[config.mk]
export PLATFORM = sky130hd
export DESIGN_NAME = debug_port_select
export DESIGN_NICKNAME = d
export VERILOG_FILES = /design/src/logic/debug_port_select.v
export VERILOG_INCLUDE_DIRS = /design/src /design/src/logic
export SDC_FILE = /design/constraint.sdc
export NUM_CORES = 1
export LEC_CHECK = 0
export ABC_AREA = 1
export BUFFER_PORTS_ARGS = -buffer_cell sky130_fd_sc_hd__buf_2
export CORE_UTILIZATION = 55
export DETAILED_ROUTE_END_ITERATION = 8
export MAX_ROUTING_LAYER = met4
export PLACE_DENSITY = 0.81
export RECOVER_POWER = 50
export SETUP_SLACK_MARGIN = 0.3
export SYNTH_ARGS = -nofsm -noshare
export SYNTH_HDL_FRONTEND = slang
export SYNTH_SLANG_ARGS = --single-unit
[constraint.sdc]
create_clock -name i_clk_sys -period 1.8 [get_ports i_clk_sys]
set_input_delay 0 -clock i_clk_sys [delete_from_list [all_inputs] [get_ports i_clk_sys]]
set_output_delay 0 -clock i_clk_sys [all_outputs]
set_load 0.005 [all_outputs]
[src/logic/dbg_port_defs.vh]
`ifndef DBG_PORT_DEFS_VH
`define DBG_PORT_DEFS_VH
// Mode latched on the third clock after reset release
`define MODE_INSTR 1'b0
`define MODE_TWO_WIRE 1'b1
// Two-wire frame lengths
`define ADDR_BITS 4'h7
`define DATA_BITS 4'h8
// Trigger pulse length in system clocks; unused, the trigger stays high as long as the event
`define TRIG_CYCLES 4'h1
`endif

[src/logic/debug_port_select.v]
`timescale 1ns/1ps
`include "dbg_port_defs.vh"

module debug_port_select (
  input wire i_clk_sys,
  input wire i_resetn,
  input wire i_tck,
  input wire i_tck_drv,
  input wire i_tms,
  input wire i_tms_drv,
  input wire i_tdi,
  input wire i_tdi_drv,
  input wire i_tdo_bit,
  input wire i_trig_event,
  output reg o_tdi,
  output reg o_tdi_oe,
  output reg o_tdo,
  output reg o_trigger_output,
  output reg o_trigger_output_oe,
  output reg o_mode,
  output reg o_tms_bit,
  output reg o_tdi_bit,
  output reg o_tck_rise,
  output reg [6:0] o_wr_addr,
  output reg [7:0] o_wr_data,
  output reg o_wr_strobe
);

  // ****************************************
  // Pin levels with pull-ups
  // ****************************************
  // undriven reads high
  wire tck_pin = i_tck_drv ? i_tck : 1'b1;
  wire tms_pin = i_tms_drv ? i_tms : 1'b1;
  wire tdi_pin = i_tdi_drv ? i_tdi : 1'b1;

  // ****************************************
  // Synchronisers
  // ****************************************
  reg [1:0] tck_s;
  reg [1:0] tms_s;
  reg [1:0] tdi_s;
  reg tck_d;
  reg tdi_d;
  // async clock sampled through two flops
  always @(posedge i_clk_sys or negedge i_resetn) begin
    if (!i_resetn) begin
      tck_s <= 2'h3;
      tms_s <= 2'h3;
      tdi_s <= 2'h3;
      tck_d <= 1'b1;
      tdi_d <= 1'b1;
    end else begin
      tck_s <= {tck_s[0], tck_pin};
      tms_s <= {tms_s[0], tms_pin};
      tdi_s <= {tdi_s[0], tdi_pin};
      tck_d <= tck_s[1];
      // Last data level, kept apart from the shifter for start detection
      tdi_d <= tdi_s[1];
    end
  end

  wire rise = tck_s[1] & ~tck_d;
  wire fall = ~tck_s[1] & tck_d;

  // ****************************************
  // Mode capture after reset
  // ****************************************
  reg mode_done;
  reg [1:0] settle;
  // strap caught once the synchroniser holds the pin
  // held until next reset
  // Sync flops reset high, so reading them at once would always pick two-wire
  always @(posedge i_clk_sys or negedge i_resetn) begin
    if (!i_resetn) begin
      mode_done <= 1'b0;
      settle <= 2'h0;
      o_mode <= `MODE_INSTR;
    end else if (!mode_done) begin
      if (settle == 2'h2) begin
        mode_done <= 1'b1;
        o_mode <= tck_s[1] ? `MODE_TWO_WIRE : `MODE_INSTR;
      end else
        settle <= settle + 2'h1;
    end
  end

  wire instr_on = mode_done & (o_mode == `MODE_INSTR);
  wire twi_on = mode_done & (o_mode == `MODE_TWO_WIRE);

  // ****************************************
  // Instrumentation port sampling
  // ****************************************
  // mode select on rising edge
  always @(posedge i_clk_sys or negedge i_resetn) begin
    if (!i_resetn) begin
      o_tms_bit <= 1'b1;
      o_tdi_bit <= 1'b1;
      o_tck_rise <= 1'b0;
      o_tdo <= 1'b0;
    end else begin
      o_tck_rise <= instr_on & rise;
      if (instr_on & rise) begin
        o_tms_bit <= tms_s[1];
        o_tdi_bit <= tdi_s[1];
      end
      if (instr_on & fall)
        o_tdo <= i_tdo_bit;
    end
  end

  // ****************************************
  // Trigger output
  // ****************************************
  // event copied one cycle late, high as long as the event
  always @(posedge i_clk_sys or negedge i_resetn) begin
    if (!i_resetn) begin
      o_trigger_output <= 1'b0;
      o_trigger_output_oe <= 1'b0;
    end else begin
      o_trigger_output <= instr_on & i_trig_event;
      o_trigger_output_oe <= instr_on & i_trig_event;
    end
  end

  // ****************************************
  // Two-wire multi-byte write receiver
  // ****************************************
  localparam ST_IDLE = 2'h0;
  localparam ST_ADDR = 2'h1;
  localparam ST_SEP = 2'h2;
  localparam ST_DATA = 2'h3;
  reg [1:0] state;
  reg [3:0] count;
  reg [7:0] shift;
  reg write_cmd;
  reg addr_step;
  // Start is data falling while clock high
  wire start = twi_on & tck_s[1] & tck_d & tdi_d & ~tdi_s[1];

  // Shift one serial bit in at the bottom
  function [7:0] shift_in;
    input [7:0] cur;
    input bit_in;
    begin
      shift_in = {cur[6:0], bit_in};
    end
  endfunction

  // test clock is the serial clock
  // data-in read as serial data line
  always @(posedge i_clk_sys or negedge i_resetn) begin
    if (!i_resetn) begin
      state <= ST_IDLE;
      count <= 4'h0;
      shift <= 8'hFF;
      write_cmd <= 1'b0;
      addr_step <= 1'b0;
      o_wr_addr <= 7'h00;
      o_wr_data <= 8'h00;
      o_wr_strobe <= 1'b0;
      o_tdi <= 1'b0;
      o_tdi_oe <= 1'b0;
    end else begin
      o_wr_strobe <= 1'b0;
      o_tdi <= 1'b0;
      o_tdi_oe <= 1'b0; // Device only listens on writes
      if (start) begin
        state <= ST_ADDR;
        count <= 4'h0;
        shift <= 8'hFF;
        addr_step <= 1'b0;
      end else if (twi_on & rise) begin
        if (state == ST_IDLE)
          shift <= shift_in(shift, tdi_s[1]);
        else if (state == ST_ADDR) begin
          shift <= shift_in(shift, tdi_s[1]);
          if (count == `ADDR_BITS) begin
            o_wr_addr <= shift[6:0];
            write_cmd <= ~tdi_s[1]; // Low bit selects write
            addr_step <= 1'b0;
            state <= ST_SEP;
            count <= 4'h0;
          end else
            count <= count + 4'h1;
        end else if (state == ST_SEP) begin
          // further bytes need no command
          // Step late so the address stands with its own strobe
          if (addr_step)
            o_wr_addr <= o_wr_addr + 7'h01;
          addr_step <= 1'b0;
          state <= ST_DATA;
          count <= 4'h0;
        end else begin
          shift <= shift_in(shift, tdi_s[1]);
          if (count == `DATA_BITS - 4'h1) begin
            o_wr_data <= shift_in(shift, tdi_s[1]);
            o_wr_strobe <= write_cmd;
            addr_step <= 1'b1;
            state <= ST_SEP;
            count <= 4'h0;
          end else
            count <= count + 4'h1;
        end
      end
    end
  end

endmodule // debug_port_select

==> flow_metrics.tcl, run 1 <==
set metrics [dict create \
    status "finished clean" \
    ys_ff_latch 48 \
    grt_antenna_before_repair 0 \
    skew_ns 0.00705 \
    reg2regPathDepth 7 \
    synth_cell_types 33 \
    vias_per_cell 5.20 \
    die_area_um2 4640 \
    syn-cell-area_um2 2410 \
    arrival_ns 1.76 \
    die_y_um 68.1 \
    wl_per_cell_um 14.0 \
    fp-row-count 23 \
    clock_latency_ns 0.30 \
    numPortBuffers 32 \
    yosys.area.top_type_share_pct 32.2 \
    pin_count 35 \
    fin_tns_setup_ns 0 \
    die_x_um 68.1 \
    start_util_pct 58.9 \
    p_leak_nw 1.58 \
    nNetsFinal 355 \
    core_area_um2 4090 \
    max_slew_margin_pct 23.6 \
    worstSetupStartpointType "register" \
    syn_area_per_cell_um2 8.75 \
    grt_pass1_vias 1776 \
    postPlaceCellArea_um2 2610 \
    fin_util_pct 74.2 \
    setup_viol 0 \
    rsz0062_at_grt "yes" \
    gr-total-overflow 0 \
    seq_area_frac_synth_pct 50.8 \
    timing.fmax_mhz 633 \
    postLayoutCellArea_um2 3030 \
    tightestPinTransition_ns 1.15 \
    clockBufferDepth 2 \
    critPathKind "reg2reg" \
    synth_ff_type "dfrtp_1" \
    n_antenna_cell 0 \
    grt_usage_pct 23.8 \
    synth_edf_count 0 \
    min_path_type "reg2reg" \
    yosysMostFrequentCell "nand2_1" \
    drive_gt1_share_pct 33.9 \
    drc 0 \
    grt_start_max_net_pins 49 \
    drv_cap 0 \
    synth_common_cells "nand2_1 (89), dfrtp_1 (31), inv_1 (29)" \
    synth_area_leader_cell "dfrtp_1" \
    place_congestion 0.896 \
    grt_pass1_wl_um 7850 \
    area_growth_pct 26.1 \
    period_minus_slack_ns 1.58 \
    yosys_warnings 0 \
    critical_path_required_ns 1.98 \
    num_vias 2021 \
    drtIter0Drc 140 \
    root_buffer "clkbuf_8" \
    hold_path_depth 0 \
    numClockSinks 48 \
    finalCritPeriodShare_pct 87.8 \
    cp-end-kind "register" \
    antenna_left 0 \
    path_max_fanout 7 \
    final_hold_viol_count 0 \
    synth_cells 275 \
    cts_buffers 5 \
    synthArstFlopShare_pct 100 \
    synthTopCellsByArea "dfrtp_1 (32%), dfstp_2 (19%), nand2_1 (14%), inv_1 (4.5%), nand3_1 (4.4%)" \
    finalMaxSlewViolations 0 \
    power.density_nw_per_um2 936 \
    htreeDepth 2 \
    drt_pre_antenna_iters 4 \
    dp_hpwl_um 3140 \
    vdd_drop_max_mv 0.514 \
    cts.clk_slew.worst_paths_ns 0.09 \
    tritoncts "yes" \
    drt-total-wl_um 5440 \
]
## through the flow
| step | power [mW] | setup WS, ns | hold slack, ns | cells |
|---|---|---|---|---|
| global placement | 1.91 | 0.233 | 0.123 | 355 |
| finish | 2.84 | 0.219 | 0.359 | 389 |
| CTS | 2.66 | 0.295 | 0.327 | 373 |
| detailed placement | 1.94 | 0.158 | 0.125 | 355 |
| floorplan | 1.75 | 0.382 | -0.296 | 276 |
| global route | 3.00 | 0.133 | 0.366 | 389 |
## path summary, 6_finish.rpt
kind | start | slack (ns) | end
max | tck_s[1]$_DFF_PN1_ | 0.22 | write_cmd$_DFFE_PN0P_
min | tms_s[0]$_DFF_PN1_ | 0.36 | tms_s[1]$_DFF_PN1_
max reg2reg | tck_s[1]$_DFF_PN1_ | 0.22 | write_cmd$_DFFE_PN0P_
min reg2reg | tms_s[0]$_DFF_PN1_ | 0.36 | tms_s[1]$_DFF_PN1_
max in group asynchronous | i_resetn | 0.50 | count[0]$_DFFE_PN0P_
min in group asynchronous | i_resetn | 0.53 | o_wr_data[6]$_DFFE_PN0P_
## flip-flops by register name (all words and copies together) (netlist names)
| signal | count |
|---|---|
| count | 4 |
| o_tdo | 1 |
| tck_s | 2 |
| o_mode | 1 |
| state | 2 |
| write_cmd | 1 |
| tdi_d | 1 |
| o_tms_bit | 1 |
| o_tck_rise | 1 |
| o_wr_data | 8 |
| tdi_s | 2 |
| o_wr_strobe | 1 |
| tck_d | 1 |
| settle | 2 |
| tms_s | 2 |
| mode_done | 1 |
| o_tdi_bit | 1 |
| addr_step | 1 |
| shift | 7 |
| o_wr_addr | 7 |
| o_trigger_output_oe | 1 |
## report_power, final
| part | internal, mW | leakage [nW] | switching, mW |
|---|---|---|---|
| combinational | 0.344 | 0.942 | 0.462 |
| sequential | 1.24 | 0.586 | 0.118 |
| clock | 0.315 | 0.0484 | 0.357 |
| total | 1.90 | 1.58 | 0.937 |
## routing by layer
layer	global-route usage, %	wire [um]
met5	-	0
met4	7.55	122
met3	5.17	192
met2	39.6	2830
met1	28.6	2300
## layout make-up
type | instances | area, um^2
Tap cell | 50 | 62.6
Clock buffer | 7 | 86.3
Sequential cell | 48 | 1220
Multi-Input combinational cell | 186 | 1100
Fill cell | 297 | 1050
Clock inverter | 1 | 8.76
Timing Repair Buffer | 61 | 408
Inverter | 36 | 140
## logic make-up after synthesis
family | after synthesis | share of synthesized area, %
other cells | 1 | 0.156
xor+xnor | 3 | 1.09
flops | 48 | 50.8
simple gates | 144 | 29.1
fa+ha+maj | 7 | 3.64
compound gates | 30 | 7.54
buf+inv | 42 | 7.70
## worst max-delay path: stages, from the launching register on
cell and delay [ns]:
dfstp_1 0.59, inv_4 0.06, nor2_4 0.17, nand2_4 0.10, nor2_4 0.21, nand3_1 0.15, nand2_1 0.11, o21ai_0 0.08
## placed cells by master, fill, tap and decap left out, types with 3 or more instances in the layout
cell type	netlist	routed
nand2_1	89	80
o211ai_1	4	4
dlygate4sd3_1	0	9
nor2_4	4	4
buf_4	3	15
nand3_1	21	20
nor2_1	10	7
clkbuf_8	0	6
nand4_1	3	3
nand2_2	6	13
ha_4	0	3
nand2_4	3	5
o21ai_2	4	4
o21ai_0	15	14
buf_6	2	3
inv_2	7	9
dfrtp_1	31	29
ha_1	7	3
buf_2	1	21
nor2_2	1	4
inv_1	29	25
clkbuf_1	0	12
dfstp_2	17	15
a21oi_1	3	3
## what timing repair did
item,in CTS,in global routing
buffers inserted,1,16
endpoints found under the setup margin,18,28
endpoints found under the hold margin,36,0
pin swaps,0,10
resized for setup,7,29
hold buffers,9,0
Power figures use the tool's default switching activity.
==> inputs of run 2 (changes only) <==
- clock period: 1.8 -> 1.7 ns (I/O delays scaled with it)
==> flow_metrics.tcl, run 2 (synthesis gave the netlist of run 1 again) <==
set metrics [dict create \
    status "finished clean" \
    final_common_cell "nand2_1" \
    drv_cap 0 \
    max_slew_margin_pct 60.8 \
    area_growth_pct 31.3 \
    grt_pass1_wl_um 9160 \
    power.density_nw_per_um2 995 \
    clock_latency_ns 0.30 \
    numClockSinks 48 \
    regMostFlops "o_wr_data" \
    wl_per_cell_um 15.1 \
    vias_per_cell 5.32 \
    cts.clk_slew.worst_paths_ns 0.09 \
    tightestPinTransition_ns 0.588 \
    drt_pre_antenna_iters 4 \
    drc 0 \
    reg_top3 "o_wr_data x8, o_wr_addr x7, shift x7" \
    place_congestion 0.897 \
    root_buffer "clkbuf_8" \
    clockBufferDepth 2 \
    pin_count 35 \
    cts_buffers 5 \
    grt_pass1_vias 2040 \
    die_area_um2 4640 \
    grt_antenna_before_repair 0 \
    rsz0062_at_grt "yes" \
    n_antenna_cell 0 \
    arrival_ns 1.75 \
    die_x_um 68.1 \
    skew_ns 0.00786 \
    fp-row-count 23 \
    r2r_end "o_wr_addr[4]$_DFFE_PN0P_" \
    start_util_pct 58.9 \
    largest_reg_flops 8 \
    vdd_drop_max_mv 0.724 \
    p_total_mw 3.14 \
    htreeDepth 2 \
    critPathKind "reg2reg" \
    finalMaxSlewViolations 0 \
    path_max_fanout 7 \
    die_y_um 68.1 \
    final_hold_viol_count 0 \
    timing.fmax_mhz 667 \
    setup_viol 0 \
    min_path_type "in2async" \
    grt_usage_pct 28.3 \
    num_vias 2124 \
    dp_hpwl_um 3260 \
    numPortBuffers 32 \
    reg2regPathDepth 10 \
    worstSetupStartpointType "register" \
    cp-end-kind "register" \
    nNetsFinal 365 \
    finalCritPeriodShare_pct 88.1 \
    drtIter0Drc 239 \
    antenna_left 0 \
    drive_gt1_share_pct 37.8 \
    final_cell_mix "nand2_1 (76), dfrtp_1 (30), inv_1 (24), buf_4 (23), buf_2 (21)" \
    cp-startpoint "count[1]$_DFFE_PN0P_" \
    critical_path_required_ns 1.95 \
    tritoncts "yes" \
    core_area_um2 4090 \
    p_leak_nw 1.62 \
    fin_tns_setup_ns 0 \
    grt_start_max_net_pins 26 \
    drt-total-wl_um 6010 \
    reg2reg_from "count[1]$_DFFE_PN0P_" \
    period_minus_slack_ns 1.50 \
    cp-endpoint "o_wr_addr[4]$_DFFE_PN0P_" \
    gr-total-overflow 0 \
    worst-r2r-setup-slack_ns 0.20 \
    fillers 276 \
]
-- run 2: metrics by stage --
step / setup WS, ns / hold slack [ns] / utilization (%) / cells / cell area (um^2)
6_report: 0.201 / 0.211 / 77.3 / 399 / 3160
5_1_grt: 0.0842 / 0.280 / 77.3 / 399 / 3160
4_1_cts: 0.260 / 0.235 / 74.1 / 391 / 3030
3_5_place_dp: 0.102 / 0.0240 / 64.5 / 357 / 2640
3_3_place_gp: 0.129 / 0.0156 / 64.5 / 357 / 2640
2_1_floorplan: 0.324 / -0.296 / - / 276 / 2410
-- run 2: area by class of cell --
type	instances	area [um^2]	area share, %
Clock inverter	1	7.51	0.238
Sequential cell	48	1220	38.7
Timing Repair Buffer	70	470	14.9
Inverter	36	145	4.59
Multi-Input combinational cell	187	1160	36.8
Clock buffer	7	86.3	2.73
Tap cell	50	62.6	1.98
-- run 2: critical path, cell delays in order (launching register included) --
cell	delay [ns]
dfrtp_1	0.40
ha_4	0.17
nand2_2	0.07
nor2_4	0.14
buf_4	0.15
nand2_2	0.06
nand2_2	0.09
nand2_4	0.07
nor2_8	0.17
nand2_2	0.07
nand2_2	0.06
-- run 2: metal layers --
layer	vias to the layer above	wire, um	global-route usage (%)
met5	-	0	-
met1	1016	2410	31.1
met4	0	227	13.0
met3	26	271	4.50
li1	1012	-	-
met2	70	3110	49.6
-- run 2: worst min-delay path by stage --
stage | end | slack, ns | cells after the start
4_1_cts | o_wr_data[4]$_DFFE_PN0P_ | 0.24 | 2
3_3_place_gp | o_tck_rise$_DFF_PN0_ | 0.02 | 1
3_5_place_dp | o_wr_data[2]$_DFFE_PN0P_ | 0.02 | 1
6_report | o_wr_data[2]$_DFFE_PN0P_ | 0.21 | 2
5_1_grt | o_wr_addr[4]$_DFFE_PN0P_ | 0.28 | 2
2_1_floorplan | addr_step$_DFFE_PN0P_ | -0.30 | 0
-- run 2: repair_timing --
action | 4_1_cts | 5_1_grt
endpoints found under the hold margin | 22 | 0
pin swaps | 10 | 15
setup endpoints to repair | 27 | 29
gates cloned | 1 | 0
resized for setup | 20 | 33
buffers inserted | 16 | 8
hold buffers | 9 | 0
-- run 2: where the power goes --
part / switching (mW) / leakage, nW / internal, mW / total (mW)
Clock: 0.371 / 0.0445 / 0.331 / 0.701
Combinational: 0.578 / 0.991 / 0.434 / 1.01
Sequential: 0.117 / 0.587 / 1.31 / 1.43
==> inputs of run 3 (changes only) <==
--- a/config.mk
+++ b/config.mk
@@ -9,3 +9,3 @@
 export ABC_AREA = 1
-export BUFFER_PORTS_ARGS = -buffer_cell sky130_fd_sc_hd__buf_2
+export BUFFER_PORTS_ARGS = -buffer_cell sky130_fd_sc_hd__buf_4
 export CORE_UTILIZATION = 55
--- a/constraint.sdc
+++ b/constraint.sdc
@@ -3,2 +3,2 @@
 set_output_delay 0 -clock i_clk_sys [all_outputs]
-set_load 0.005 [all_outputs]
+set_load 0.05 [all_outputs]
==> flow_metrics.tcl, run 3 (synthesis gave the netlist of run 1 again) <==
set metrics [dict create \
    sw_frac_of_total_pct 35.9 \
    area_growth_pct 31.7 \
    antenna_left 0 \
    met2_usage_pct 45.2 \
    num_vias 2110 \
    fp-row-count 23 \
    min_from "tms_s[0]$_DFF_PN1_" \
    dp_hpwl_um 3420 \
    internal_power_mw 2.05 \
    grt_pass1_vias 1978 \
    regMostFlops "o_wr_data" \
    seq_area_um2 1230 \
    fillers 274 \
    place_congestion 0.816 \
    die_y_um 68.1 \
    finalCritPeriodShare_pct 89.7 \
    grt_antenna_before_repair 0 \
    top_usage_layer "met2" \
    final_hold_viol_count 0 \
    whs_ns 0.360 \
    core_area_um2 4090 \
    pwr-share-comb_pct 32.8 \
    gr-total-overflow 0 \
    arrival_ns 1.72 \
    drt_pre_antenna_iters 5 \
    cp-end-kind "register" \
    clock_latency_ns 0.31 \
    htreeDepth 2 \
    cts_buffers 5 \
    reg_top3 "o_wr_data x8, o_wr_addr x7, shift x7" \
    pwr-share-seq_pct 44.8 \
    pre_cts_slack_ns 0.0907 \
    pin_count 35 \
    grt_usage_pct 27.9 \
    numClockSinks 48 \
    tightestPinTransition_ns 1.14 \
    path_max_fanout 6 \
    worstSetupStartpointType "register" \
    largest_reg_flops 8 \
    vias_per_cell 5.36 \
    period_minus_slack_ns 1.52 \
    final_cell_mix "nand2_1 (82), buf_4 (47), dfrtp_1 (28), inv_1 (23), nand3_1 (19)" \
    drive_gt1_share_pct 37.8 \
    drc 0 \
    drv_cap 0 \
    min_path_type "reg2reg" \
    cp-startpoint "tck_s[1]$_DFF_PN1_" \
    nNetsFinal 360 \
    critical_path_required_ns 1.90 \
    finalMaxSlewViolations 0 \
    p_sw_mw 1.14 \
    skew_ns 0.00754 \
    fin_tns_setup_ns 0 \
    die_x_um 68.1 \
    root_buffer "clkbuf_8" \
    power.density_nw_per_um2 1010 \
    max_slew_margin_pct 24.1 \
    rsz0062_at_grt "yes" \
    wl_per_cell_um 15.4 \
    critPathKind "reg2reg" \
    timing.fmax_mhz 656 \
    setup_viol 0 \
    multiInputGateArea_um2 1140 \
    drt-total-wl_um 6060 \
    final_common_cell "nand2_1" \
    grt_use_met3_pct 5.50 \
    status "finished clean" \
    vdd_drop_max_mv 0.736 \
    reg2reg_from "tck_s[1]$_DFF_PN1_" \
    p_leak_nw 1.62 \
    start_util_pct 58.9 \
    tritoncts "yes" \
    numPortBuffers 32 \
    clockBufferDepth 2 \
    worst_slack_ns 0.176 \
    drtIter0Drc 158 \
    die_area_um2 4640 \
    clkPwrFrac_pct 22.4 \
    grt_pass1_wl_um 9030 \
    grt_start_max_net_pins 49 \
    cts.clk_slew.worst_paths_ns 0.09 \
    n_antenna_cell 0 \
    use_met1_pct 32.8 \
]
[run 3: changes by cell type in the layout (fill, tap and decap cells not counted), sizes merged]
cell      previous run  this run
clkinv               0         1
clkinvlp             1         0
buf                 49        50
clkbuf              19        13
[run 3: repair_timing]
| action | CTS | global route |
|---|---|---|
| hold endpoints to repair | 36 | 0 |
| cloned | 1 | 0 |
| resized for setup | 30 | 14 |
| hold buffers | 9 | 0 |
| setup buffers | 15 | 6 |
| setup endpoints to repair | 31 | 30 |
| pin swaps | 9 | 12 |
[run 3: cell type report]
type | count | share of cell area (%)
sequential | 48 | 38.7
multi-input combinational | 187 | 35.9
timing repair buffer | 65 | 15.8
inverter | 36 | 4.66
clock buffer | 7 | 2.73
tap | 50 | 1.97
clock inverter | 1 | 0.276
[run 3: metrics by stage]
step | power, mW | cells | area (um^2) | util, %
2_1_floorplan | 1.95 | 276 | 2420 | -
3_3_place_gp | 2.14 | 355 | 2690 | 65.9
3_5_place_dp | 2.18 | 355 | 2690 | 65.9
4_1_cts | 3.07 | 388 | 3090 | 75.7
5_1_grt | 3.34 | 394 | 3170 | 77.5
6_report | 3.19 | 394 | 3170 | 77.5
[run 3: power by group through the flow]
stage | registers [mW] | clock network (mW) | logic, mW
2_1_floorplan | 1.49 | 0 | 0.461
3_3_place_gp | 1.43 | 0 | 0.711
3_5_place_dp | 1.44 | 0 | 0.734
4_1_cts | 1.42 | 0.717 | 0.934
5_1_grt | 1.44 | 0.764 | 1.13
6_report | 1.43 | 0.714 | 1.05
[run 3: final timing paths]
kind,endpoint,slack [ns],cells past startpoint
worst max-delay path,o_wr_data[0]$_DFFE_PN0P_,0.18,7
worst min-delay path,tms_s[1]$_DFF_PN1_,0.36,0
worst max register to register,o_wr_data[0]$_DFFE_PN0P_,0.18,7
worst min register to register,tms_s[1]$_DFF_PN1_,0.36,0
max in group asynchronous,o_wr_addr[1]$_DFFE_PN0P_,0.47,2
min in group asynchronous,o_wr_data[3]$_DFFE_PN0P_,0.45,2
[run 3: worst max-delay path, stage by stage (launching register included)]
cell and delay (ns):
dfstp_1 0.58, inv_2 0.07, nor2_4 0.12, nand2_4 0.12, inv_6 0.12, nand4_4 0.17
nand2_1 0.16, o21ai_2 0.07
[run 3: per-layer routing]
metal	share of wire [%]	wire [um]
met1	40	2400
met2	52	3180
met3	4.8	291
met4	3.2	192
met5	0	0
